$ cat config.mk
export PLATFORM = sky130hd
export DESIGN_NAME = tml_mode_latch
export DESIGN_NICKNAME = d
export VERILOG_FILES = /design/src/hdl/tml_pkg.sv /design/src/hdl/tml_mode_latch.sv /design/src/hdl/tml_sync.sv
export VERILOG_INCLUDE_DIRS = /design/src /design/src/hdl
export SDC_FILE = /design/constraint.sdc
export NUM_CORES = 1
export LEC_CHECK = 0
export BUFFER_PORTS_ARGS = -buffer_cell sky130_fd_sc_hd__buf_4
export CORE_MARGIN = 1.5
export CORE_UTILIZATION = 49
export CTS_CLUSTER_DIAMETER = 40
export DETAILED_ROUTE_END_ITERATION = 10
export HOLD_SLACK_MARGIN = 0.03
export PLACE_DENSITY = 0.84
export RECOVER_POWER = 100
export SYNTH_ARGS = -nofsm -noshare
export SYNTH_HDL_FRONTEND = slang
export SYNTH_SLANG_ARGS = --single-unit
export TNS_END_PERCENT = 1
$ cat constraint.sdc
create_clock -name clock_i -period 3.3 [get_ports clock_i]
set_input_delay 0.66 -clock clock_i [delete_from_list [all_inputs] [get_ports clock_i]]
set_output_delay 0.66 -clock clock_i [all_outputs]
set_load 0.02 [all_outputs]
$ cat src/hdl/tml_map.svh
// Constants of the transceiver mode latch: widths, field positions, codes, reset values
`ifndef TML_MAP_SVH
`define TML_MAP_SVH

// Serial word and latch widths
`define TML_WORD_W            20
`define TML_MODE_W            18
`define TML_SEL_W             2

// Position of the latch select bit inside the serial word
`define TML_WORD_LATCH_SEL    0
// Select codes (bit 1 = high select bit, bit 0 = low select bit)
`define TML_SEL_FEEDBACK      2'h0
`define TML_SEL_REFERENCE     2'h2

// Field positions inside the mode latch (mode bit n sits at index n-1)
`define TML_MB_PRESCALER      0
`define TML_MB_POLARITY       1
`define TML_MB_PUMP_GAIN      2
`define TML_MB_PUMP_HIGH_Z    3
`define TML_MB_RESERVED       4
`define TML_MB_RX_SW_OFF      5
`define TML_MB_TX_SW_OFF      6
`define TML_MB_GP0            7
`define TML_MB_GP1            8
`define TML_MB_GP2            9
`define TML_MB_PD_LOW         10
`define TML_MB_PD_HIGH        11
`define TML_MB_DEMOD_GAIN     12
`define TML_MB_SHIFT_SIGN     13
`define TML_MB_SHIFT_ONE      14
`define TML_MB_SHIFT_HALF     15
`define TML_MB_SHIFT_QUARTER  16
`define TML_MB_SHIFT_EIGHTH   17

// Reset values
`define TML_MODE_RESET        18'h00000
`define TML_WORD_RESET        20'h00000

// Number of pins that pass the input filter
`define TML_PIN_COUNT         7

`endif

$ cat src/hdl/tml_pkg.sv
// Types shared by the transceiver mode latch design
package tml_pkg;
  `include "tml_map.svh"

  typedef logic [`TML_MODE_W-1:0] tml_mode_t;
  typedef logic [`TML_WORD_W-1:0] tml_word_t;

  // Power-down control source decoded from the two mode select bits
  typedef enum logic [2:0] {
    TML_PD_SOFT = 3'h1,
    TML_PD_HARD = 3'h2,
    TML_PD_TEST = 3'h4
  } tml_pd_mode_t;

  // Whole state of the latch block
  typedef struct packed {
    logic         sclk_prev;
    logic         strobe_prev;
    tml_word_t    shift;
    tml_mode_t    mode;
    tml_pd_mode_t pd_mode;
    logic         feedback_load;
    logic         reference_load;
    logic [`TML_MODE_W-1:0] divider_word;
    logic         rx_on;
    logic         tx_on;
    logic         pll_on;
    logic         chip_on;
    logic [2:0]   gp_out;
  } tml_state_t;
endpackage

$ cat src/hdl/tml_mode_latch.sv
// Serial input register, mode latch and power-down decoding of the transceiver
// Functional notes
// - Select bit 0 set: word bits 19..2 load latch
// - Prescaler modulus and pump gain from mode bits
// - Mode bit 2 sets detector polarity
// - Mode bit 4 forces pump high impedance
// - Software chain power-down in software and test modes
// - Output 0 always; outputs 1,2 software mode only
// - Bits 11,12 select software or hardwire control
// - Hardwire mode: chains follow their pins, high on
// - PLL pin high stops; chip enable low off
// - Demodulator gain, shift sign and shift weights
// - Shift 20 bits MSB first on clock rise
// - Strobe rise moves word to addressed register
// - Divider selects leave the mode latch unchanged
`timescale 1ns/100ps
`default_nettype none
`include "tml_map.svh"
module tml_mode_latch (
  input  wire logic        clock_i,
  input  wire logic        rst_i,
  input  wire logic        serial_clock_i,
  input  wire logic        serial_data_i,
  input  wire logic        load_strobe_i,
  input  wire logic        chip_enable_i,
  input  wire logic        receive_shutdown_pin_i,
  input  wire logic        transmit_shutdown_pin_i,
  input  wire logic        synth_shutdown_pin_i,
  output logic             prescaler_modulus_sel_o,
  output logic             detector_polarity_sel_o,
  output logic             pump_gain_sel_o,
  output logic             pump_high_z_o,
  output logic             reserved_zero_bit_o,
  output logic [2:0]       gp_out_o,
  output logic             pd_hardwire_o,
  output logic             pd_test_mode_o,
  output logic             rx_chain_on_o,
  output logic             tx_chain_on_o,
  output logic             synth_on_o,
  output logic             chip_on_o,
  output logic             demod_gain_sel_o,
  output logic             demod_shift_sign_o,
  output logic [3:0]       demod_shift_code_o,
  output logic [17:0]      mode_word_o,
  output logic [17:0]      divider_word_o,
  output logic             feedback_load_o,
  output logic             reference_load_o
);

  ////////////////////////////////////////////////////////////////////////////////
  // Pin filtering

  logic [`TML_PIN_COUNT-1:0] pin_raw;
  logic [`TML_PIN_COUNT-1:0] pin_lvl;

  // Every pin is asynchronous to clock_i; all share one delay so data keeps its setup to clock
  assign pin_raw = {synth_shutdown_pin_i, transmit_shutdown_pin_i, receive_shutdown_pin_i,
                    chip_enable_i, load_strobe_i, serial_data_i, serial_clock_i};

  tml_sync #(
    .W (`TML_PIN_COUNT)
  ) u_sync (
    .clock_i (clock_i),
    .rst_i   (rst_i),
    .async_i (pin_raw),
    .level_o (pin_lvl)
  );

  logic sclk_lvl;
  logic sdata_lvl;
  logic strobe_lvl;
  logic ce_lvl;
  logic rx_pin_lvl;
  logic tx_pin_lvl;
  logic pll_pin_lvl;

  assign sclk_lvl    = pin_lvl[0];
  assign sdata_lvl   = pin_lvl[1];
  assign strobe_lvl  = pin_lvl[2];
  assign ce_lvl      = pin_lvl[3];
  assign rx_pin_lvl  = pin_lvl[4];
  assign tx_pin_lvl  = pin_lvl[5];
  assign pll_pin_lvl = pin_lvl[6];

  ////////////////////////////////////////////////////////////////////////////////
  // State

  tml_pkg::tml_state_t st_q;
  tml_pkg::tml_state_t st_d;

  logic                sclk_rise;
  logic                strobe_rise;
  logic [`TML_SEL_W-1:0] sel;
  tml_pkg::tml_mode_t  m;

  assign sclk_rise   = sclk_lvl & ~st_q.sclk_prev;
  assign strobe_rise = strobe_lvl & ~st_q.strobe_prev;
  assign sel         = st_q.shift[`TML_SEL_W-1:0];

  // Next state: shifting, loading and registered decode of the latch and pins
  always_comb begin
    st_d                = st_q;
    st_d.sclk_prev      = sclk_lvl;
    st_d.strobe_prev    = strobe_lvl;
    st_d.feedback_load  = 1'b0;
    st_d.reference_load = 1'b0;

    // Shift in on each serial clock rise, first bit ends up at the top
    if (sclk_rise) begin
      st_d.shift = {st_q.shift[`TML_WORD_W-2:0], sdata_lvl};
    end

    // Strobe rise hands the word to the register picked by the two lowest bits
    if (strobe_rise) begin
      if (st_q.shift[`TML_WORD_LATCH_SEL]) begin
        st_d.mode = st_q.shift[`TML_WORD_W-1:`TML_SEL_W];
      end else if (sel == `TML_SEL_FEEDBACK) begin
        st_d.feedback_load = 1'b1;
        st_d.divider_word  = st_q.shift[`TML_WORD_W-1:`TML_SEL_W];
      end else begin
        st_d.reference_load = 1'b1;
        st_d.divider_word   = st_q.shift[`TML_WORD_W-1:`TML_SEL_W];
      end
    end

    // Decode works from the latch contents, so shifting alone never moves an output
    m = st_d.mode;

    // Mixed select codes are test settings; control then stays with software bits
    unique case ({m[`TML_MB_PD_HIGH], m[`TML_MB_PD_LOW]})
      2'h0: st_d.pd_mode = tml_pkg::TML_PD_SOFT;
      2'h3: st_d.pd_mode = tml_pkg::TML_PD_HARD;
      default: st_d.pd_mode = tml_pkg::TML_PD_TEST;
    endcase

    st_d.chip_on = ce_lvl;
    st_d.pll_on  = ce_lvl & ~pll_pin_lvl;

    if (st_d.pd_mode == tml_pkg::TML_PD_HARD) begin
      st_d.rx_on = ce_lvl & rx_pin_lvl;
      st_d.tx_on = ce_lvl & tx_pin_lvl;
    end else begin
      st_d.rx_on = ce_lvl & ~m[`TML_MB_RX_SW_OFF];
      st_d.tx_on = ce_lvl & ~m[`TML_MB_TX_SW_OFF];
    end

    // Outputs 1 and 2 are parked low whenever software control is not selected
    st_d.gp_out[0] = m[`TML_MB_GP0];
    if (st_d.pd_mode == tml_pkg::TML_PD_SOFT) begin
      st_d.gp_out[1] = m[`TML_MB_GP1];
      st_d.gp_out[2] = m[`TML_MB_GP2];
    end else begin
      st_d.gp_out[1] = 1'b0;
      st_d.gp_out[2] = 1'b0;
    end
  end

  // State register
  always_ff @(posedge clock_i or posedge rst_i) begin
    if (rst_i) begin
      st_q.sclk_prev      <= 1'b0;
      st_q.strobe_prev    <= 1'b0;
      st_q.shift          <= `TML_WORD_RESET;
      st_q.mode           <= `TML_MODE_RESET;
      st_q.pd_mode        <= tml_pkg::TML_PD_SOFT;
      st_q.feedback_load  <= 1'b0;
      st_q.reference_load <= 1'b0;
      st_q.divider_word   <= `TML_MODE_RESET;
      st_q.rx_on          <= 1'b0;
      st_q.tx_on          <= 1'b0;
      st_q.pll_on         <= 1'b0;
      st_q.chip_on        <= 1'b0;
      st_q.gp_out         <= 3'h0;
    end else begin
      st_q <= st_d;
    end
  end

  ////////////////////////////////////////////////////////////////////////////////
  // Outputs, all straight from the state register

  // Synthesizer controls
  assign prescaler_modulus_sel_o = st_q.mode[`TML_MB_PRESCALER];
  assign pump_gain_sel_o         = st_q.mode[`TML_MB_PUMP_GAIN];
  assign detector_polarity_sel_o = st_q.mode[`TML_MB_POLARITY];
  assign pump_high_z_o           = st_q.mode[`TML_MB_PUMP_HIGH_Z];
  // Shown so a bench can see a host that breaks the zero convention
  assign reserved_zero_bit_o     = st_q.mode[`TML_MB_RESERVED];

  // Power-down results
  assign pd_hardwire_o  = (st_q.pd_mode == tml_pkg::TML_PD_HARD);
  assign pd_test_mode_o = (st_q.pd_mode == tml_pkg::TML_PD_TEST);
  assign rx_chain_on_o  = st_q.rx_on;
  assign tx_chain_on_o  = st_q.tx_on;
  assign synth_on_o     = st_q.pll_on;
  assign chip_on_o      = st_q.chip_on;
  assign gp_out_o       = st_q.gp_out;

  // Demodulator: shift code counts in steps of one eighth of a volt
  assign demod_gain_sel_o   = st_q.mode[`TML_MB_DEMOD_GAIN];
  assign demod_shift_sign_o = st_q.mode[`TML_MB_SHIFT_SIGN];
  assign demod_shift_code_o = {st_q.mode[`TML_MB_SHIFT_ONE], st_q.mode[`TML_MB_SHIFT_HALF],
                               st_q.mode[`TML_MB_SHIFT_QUARTER],
                               st_q.mode[`TML_MB_SHIFT_EIGHTH]};

  // Raw words and divider load pulses for the counters outside this block
  assign mode_word_o      = st_q.mode;
  assign divider_word_o   = st_q.divider_word;
  assign feedback_load_o  = st_q.feedback_load;
  assign reference_load_o = st_q.reference_load;

endmodule
`default_nettype wire

$ cat src/hdl/tml_sync.sv
// Three-stage input filter for asynchronous pins
`timescale 1ns/100ps
`default_nettype none
module tml_sync #(
  parameter int W = 1
) (
  input  wire logic         clock_i,
  input  wire logic         rst_i,
  input  wire logic [W-1:0] async_i,
  output logic      [W-1:0] level_o
);

  typedef struct packed {
    logic [W-1:0] s1;
    logic [W-1:0] s2;
    logic [W-1:0] s3;
    logic [W-1:0] lvl;
  } tml_sync_state_t;

  tml_sync_state_t st_q;
  tml_sync_state_t st_d;

  // Stage one feeds only stage two; the filtered level moves where stages two and three agree
  always_comb begin
    st_d     = st_q;
    st_d.s1  = async_i;
    st_d.s2  = st_q.s1;
    st_d.s3  = st_q.s2;
    st_d.lvl = (st_q.s2 & st_q.s3) | (st_q.lvl & (st_q.s2 ^ st_q.s3));
  end

  // State register
  always_ff @(posedge clock_i or posedge rst_i) begin
    if (rst_i) begin
      st_q <= '0;
    end else begin
      st_q <= st_d;
    end
  end

  assign level_o = st_q.lvl;

endmodule
`default_nettype wire

==> results.md, run 1 <==
- Reg2reg end: tx_chain_on_o$_DFF_PP0_
- Fmax: 408 MHz
- Fin crit share: 74.2%
- Share of cells above drive strength 1: 13.2%
- Initial Util: 51.1%
- Util after Layout: 54.5%
- Largest net degree at the start of global routing: 92
- Rel. slew slack: -19.1%
- CP Data Required Time: 3.59 ns
- Initial antenna violation count: 0
- Slowest stage delay, CP: 0.67 ns
- Initial DRC Count: 57
- I/O Pins: 67
- RSZ-0062 raised after global routing: false
- Critical path's slowest cell: nand3b_1
- Reg2Reg Depth: 7
- Final Hold Fails: 0
- Yosys Warn Count: 0
- Min Hold Slack: 0.352 ns
- FP Rows: 31
- CTS tree: yes
- P&R area growth vs syn: 6.78%
- Avg Vias per Cell: 4.81
- Sink Count: 97
- Clk Latency, worst-skew pair: 0.35 ns
- Worst-case vdd ir drop: 0.000307 V
- Count leader, synth: dfrtp_1
- DPL Wire Length: 3650 um
- Hold-fix buffers, CTS: 0
- Worst Max-Slew Pin Slew: 1.79 ns
- Clock Skews: 0.0146 ns
- P per Cell Area: 804 nW/um2
- Routability congestion estimate from global placement: 0.748
- WS Path Type: reg -> reg
- Mapped Nets: 288
- CTS H-Tree Depth: 3
- CP arrival: 2.74 ns
- Placed insts: 386
- Area contributors post-synth: dfrtp_1 (64%), buf_4 (9.2%), mux2_1 (6.3%)
- Crit path capture type: register
- Power Total: 3.21 mW
- Final setup viols: 0
- Max Slew Vio Count: 113
- Hold Path Cell Cnt: 0
- CTS root buffer: clkbuf_8
- WL/cell: 13.8 um
- Tightest Hold Check Type: reg -> reg
- Num CTS Buffers: 9
- Routed WL: 5540 um
- Minimum clock period: 2.45 ns
- Post-Synthesis Cell Area: 3740 um2
- Prevailing post-synth register cell: dfrtp_1
- Flops & latches, synth: 97
- Crit-path max FO: 19
- Hold endpoint: u_sync.st_d[7]$_DFF_PP0_
- DIE HEIGHT: 90.4 um
- Router iterations before antenna repair: 4
- Drc violations: 0
- Crit start category: register
- Post_cts resized: 0
- Final TNS setup: 0 ns
- Commonest cells in the netlist: dfrtp_1 (96), buf_4 (46), nand2_1 (40)
- Yosys cell types: 23
- First-pass GRT wire length: 9600 um
- Sequential-to-total area share from yosys stat: 64.9%
- Postcts setup bufs: 0
- Core area: 7330 um2
- Status: finished, violations left
- Top cell type's share of synthesized area: 64.1%
- Total grt overflow: 0
- Async SR Flop Fraction: 100%
- N_diodes: 0
- Min-delay src: u_sync.st_d[14]$_DFF_PP0_
- Routed vias: 1932
- Die W: 90.4 um
- Mapped Cells: 269
- Max-cap violation count: 2
- Failing checks: max-capacitance violations, max-slew violations
- Fin nets: 317
- Number of synthesized flops with an enable pin: 0
- IO buf count: 66
- Die footprint: 8180 um2
- P_leak: 2.01 nW
- CTS Buffer Depth: 2
- Global Route Usage Sum: 15.1%
- Final ANT Viol Nets: 0
- Layout Cells excl Fill: 402
- Flop2flop setup slack: 0.85 ns
- Top cell type by total area after synthesis: dfrtp_1
- Clock slew at reported path FFs: 0.09 ns
- R2r startpoint: st_q[68]$_DFF_PP0_
- CP Cell Sequence: nand3b_1, mux2i_1, inv_1, ha_1, nand2b_1, a21oi_1, a32o_1
- Syn Area/Cell: 13.9 um2
- Vias in the first global route: 1984
==> worst max path at each step <==
stage                         endpoint                from  depth (start not counted)
2_1_floorplan      chip_on_o$_DFF_PP0_               rst_i                          1
3_3_place_gp   rx_chain_on_o$_DFF_PP0_  sel[0]$_DFFE_PP0P_                          8
3_5_place_dp   rx_chain_on_o$_DFF_PP0_  sel[0]$_DFFE_PP0P_                          8
4_1_cts        rx_chain_on_o$_DFF_PP0_  sel[0]$_DFFE_PP0P_                          8
5_1_grt        tx_chain_on_o$_DFF_PP0_  st_q[68]$_DFF_PP0_                          7
6_report       tx_chain_on_o$_DFF_PP0_  st_q[68]$_DFF_PP0_                          7
==> power breakdown <==
group,total (mW),switching [mW],internal [mW]
clock network,0.840,0.370,0.470
registers,1.65,0.194,1.46
logic,0.724,0.473,0.251
total,3.21,1.04,2.18
==> cells in the final DEF (no fill, tap or decap) <==
master,netlist,routed
dfrtp_1,96,96
clkbuf_1,1,61
nand2_1,40,40
mux2_1,21,24
mux2_2,15,14
clkbuf_8,0,11
ha_1,10,10
clkbuf_4,0,8
a21o_1,7,7
inv_1,5,4
o21ai_0,4,4
nand2b_1,2,2
mux2i_1,2,2
and2_1,3,2
nor2b_1,2,2
a21oi_1,2,2
a32o_1,2,2
nor3b_1,2,2
bufinv_16,0,2
and3b_1,1,1
nand3b_1,0,1
nor3b_2,1,1
and2_0,0,1
inv_2,0,1
inv_6,0,1
clkinv_2,0,1
dfstp_2,1,1
==> critical path: cells and delay by family, from the launching register on <==
family | cells | cell delay [ns]
simple gates | 2 | 0.84
mux | 1 | 0.51
flops | 1 | 0.41
compound gates | 2 | 0.28
fa+ha+maj | 1 | 0.26
buf+inv | 1 | 0.10
==> flip-flops by register name, summed over array words and instances, names as in the netlist <==
register,cells
st_q,23
divider_word_o,18
mode_word_o,17
u_sync.st_d,14
u_sync.level_o,7
u_sync.st_q,7
gp_out_o,3
sel,2
chip_on_o,1
feedback_load_o,1
reference_load_o,1
rx_chain_on_o,1
synth_on_o,1
tx_chain_on_o,1
==> area by class of cell <==
type                       count  area [um2]
clock buffer                  12         155
clock inverter                 4        73.8
fill                         639        3330
inverter                       5        18.8
multi-input combinational    117         913
sequential                    97        2430
tap                           99         124
timing repair buffer          68         285
==> stage by stage <==
stage               cell area [um2]  setup WS, ns
floorplan                      3740         0.108
global placement               4020          1.40
detailed placement             4020          1.26
CTS                            4250          1.25
global route                   4000         0.647
finish                         4000         0.851
==> per-layer routing <==
| metal | wire length (um) | global-route usage (%) |
|---|---|---|
| met1 | 2430 | 18.8 |
| met2 | 2730 | 24.4 |
| met3 | 272 | 4.38 |
| met4 | 110 | 7.14 |
| met5 | 0 | 0 |
==> cells by family after synthesis <==
| family | count (synthesis) | synth area share (%) |
|---|---|---|
| AOI/OAI and AO/OA | 15 | 2.74 |
| adders and majority gates | 10 | 3.34 |
| buffers and inverters | 55 | 10.2 |
| DFF | 97 | 64.9 |
| muxes | 40 | 12.2 |
| and+or+nand+nor | 52 | 6.68 |
(Power assumes the default switching activity.)
==> run 2, diff against run 1 <==
Clock period 3.3 ns to 2.24 ns, I/O delays scaled along.
==> results.md, run 2 (same netlist as run 1, synthesis figures left out) <==
- Num CTS Buffers: 9 (unchanged)
- Final Hold Fails: 0 (unchanged)
- Worst Max-Slew Pin Slew: 1.19 ns (was 1.79 ns)
- Initial antenna violation count: 0 (unchanged)
- Postcts setup bufs: 0 (unchanged)
- Layout filler cell count: 653 (was 639)
- Hold Path Cell Cnt: 1 (was 0)
- Fin crit share: 84.2% (was 74.2%)
- CTS Buffer Depth: 2 (unchanged)
- CP Cell Sequence: nand3b_2, clkbuf_1, mux2_1, and2_0 (was nand3b_1, mux2i_1, inv_1, ha_1, nand2b_1, a21oi_1, a32o_1)
- Largest register FFs: 23 (unchanged)
- FP Rows: 31 (unchanged)
- Critical path's slowest cell: clkbuf_1 (was nand3b_1)
- CTS H-Tree Depth: 3 (unchanged)
- WL/cell: 13.9 um (was 13.8 um)
- Routed vias: 1931 (was 1932)
- Most frequent cells in the layout: dfrtp_1 (96), clkbuf_1 (63), nand2_1 (40) (was dfrtp_1 (96), clkbuf_1 (61), nand2_1 (40))
- WL met1: 2580 um (was 2430 um)
- DPL Wire Length: 3950 um (was 3650 um)
- Reg2Reg Depth: 4 (was 7)
- Slowest stage delay, CP: 0.69 ns (was 0.67 ns)
- WS Path Type: reg -> reg (unchanged)
- Fin nets: 322 (was 317)
- Die W: 90.4 um (unchanged)
- Avg Vias per Cell: 4.74 (was 4.81)
- Clock Skews: 0.0103 ns (was 0.0146 ns)
- Clk Latency, worst-skew pair: 0.35 ns (about the same)
- Global Route Usage Sum: 14.9% (was 15.1%)
- IO buf count: 66 (unchanged)
- Sink Count: 97 (unchanged)
- Drc violations: 0 (unchanged)
- Area occupied by multi-input gates: 912 um2 (was 913 um2)
- Crit. path cell count: 4 (was 7)
- CP top delay family: buffers and inverters (was simple AND/OR/NAND/NOR gates)
- Final TNS setup: 0 ns (unchanged)
- Total grt overflow: 0 (unchanged)
- Largest Register: st_q (unchanged)
- Met2 WL: 2740 um (was 2730 um)
- CP Data Required Time: 2.49 ns (was 3.59 ns)
- Routed WL: 5680 um (was 5540 um)
- N_diodes: 0 (unchanged)
- Crit-path max FO: 18 (was 19)
- Worst-case vdd ir drop: 0.000511 V (was 0.000307 V)
- Initial DRC Count: 57 (unchanged)
- WP buf/inv: 1 (unchanged)
- Clock slew at reported path FFs: 0.09 ns (about the same)
- Final setup viols: 0 (unchanged)
- P per Cell Area: 1180 nW/um2 (was 804 nW/um2)
- Largest net degree at the start of global routing: 43 (was 92)
- Min Hold Slack: 0.228 ns (was 0.352 ns)
- Top Metal Used: met4 (unchanged)
- Tightest Hold Check Type: in -> reg (was reg -> reg)
- Vias in the first global route: 1929 (was 1984)
- Crit path capture type: register (unchanged)
- RSZ-0062 raised after global routing: false (unchanged)
- DIE HEIGHT: 90.4 um (unchanged)
- P_leak: 2.02 nW (was 2.01 nW)
- CP arrival: 2.13 ns (was 2.74 ns)
- P&R area growth vs syn: 7.88% (was 6.78%)
- Routability congestion estimate from global placement: 0.732 (was 0.748)
- Flop2flop setup slack: 0.35 ns (was 0.85 ns)
- I/O Pins: 67 (unchanged)
- Hold-fix buffers, CTS: 0 (unchanged)
- Max-cap violation count: 0 (was 2)
- CTS root buffer: clkbuf_8 (unchanged)
- Max Slew Vio Count: 0 (was 113)
- First-pass GRT wire length: 9470 um (was 9600 um)
- Share of cells above drive strength 1: 14.3% (was 13.2%)
- Post_cts resized: 0 (unchanged)
- Minimum clock period: 1.89 ns (was 2.45 ns)
- Seq. cell area: 2430 um2 (unchanged)
- Initial Util: 51.1% (unchanged)
- Status: complete, no violations (was finished, violations left)
- Crit start category: register (unchanged)
- Rel. slew slack: 21.0% (was -19.1%)
- Router iterations before antenna repair: 6 (was 4)
- Core area: 7330 um2 (unchanged)
- Routed met3 length: 295 um (was 272 um)
- CTS tree: yes (unchanged)
- Fmax: 530 MHz (was 408 MHz)
- Most common cell after layout, fill and taps aside: dfrtp_1 (unchanged)
- Final ANT Viol Nets: 0 (unchanged)
- Die footprint: 8180 um2 (unchanged)
[run 2: stage by stage]
step                total power, mW  cells  util (%)  instance area, um2  setup WS, ns
floorplan                      3.48    269         -                3750         0.527
global placement               3.78    391      55.8                4090         0.486
detailed placement             3.85    391      55.8                4090         0.393
CTS                            5.10    407      58.9                4320         0.375
global route                   5.06    407      55.1                4040         0.211
finish                         4.76    407      55.1                4040         0.353
[run 2: final timing paths]
kind / end / startpoint
max: gp_out_o[2]$_DFF_PP0_ / sel[0]$_DFFE_PP0P_
min: u_sync.st_d[14]$_DFF_PP0_ / serial_clock_i
max reg2reg: gp_out_o[2]$_DFF_PP0_ / sel[0]$_DFFE_PP0P_
min reg2reg: u_sync.st_d[11]$_DFF_PP0_ / u_sync.st_d[18]$_DFF_PP0_
max in group asynchronous: mode_word_o[6]$_DFF_PP0_ / rst_i
min in group asynchronous: u_sync.st_d[16]$_DFF_PP0_ / rst_i
[run 2: cell type report]
class                   instances  area share, %
flip-flops and latches         97           60.1
well taps                      99           3.07
multi-input cells             117           22.6
clock inverters                 4           1.86
inverters                       5          0.496
clock buffers                  12           3.84
repair buffers                 73           8.05
[run 2: report_power, final]
group / total [mW] / internal, mW / switching [mW]
Combinational: 1.08 / 0.380 / 0.701
Sequential: 2.44 / 2.15 / 0.291
Clock: 1.25 / 0.690 / 0.557
[run 2: routing by layer]
metal / up-vias / track usage, %
li1: 907 / -
met1: 967 / 19.2
met2: 50 / 24.2
met3: 7 / 3.45
met4: 0 / 6.35
met5: - / 0
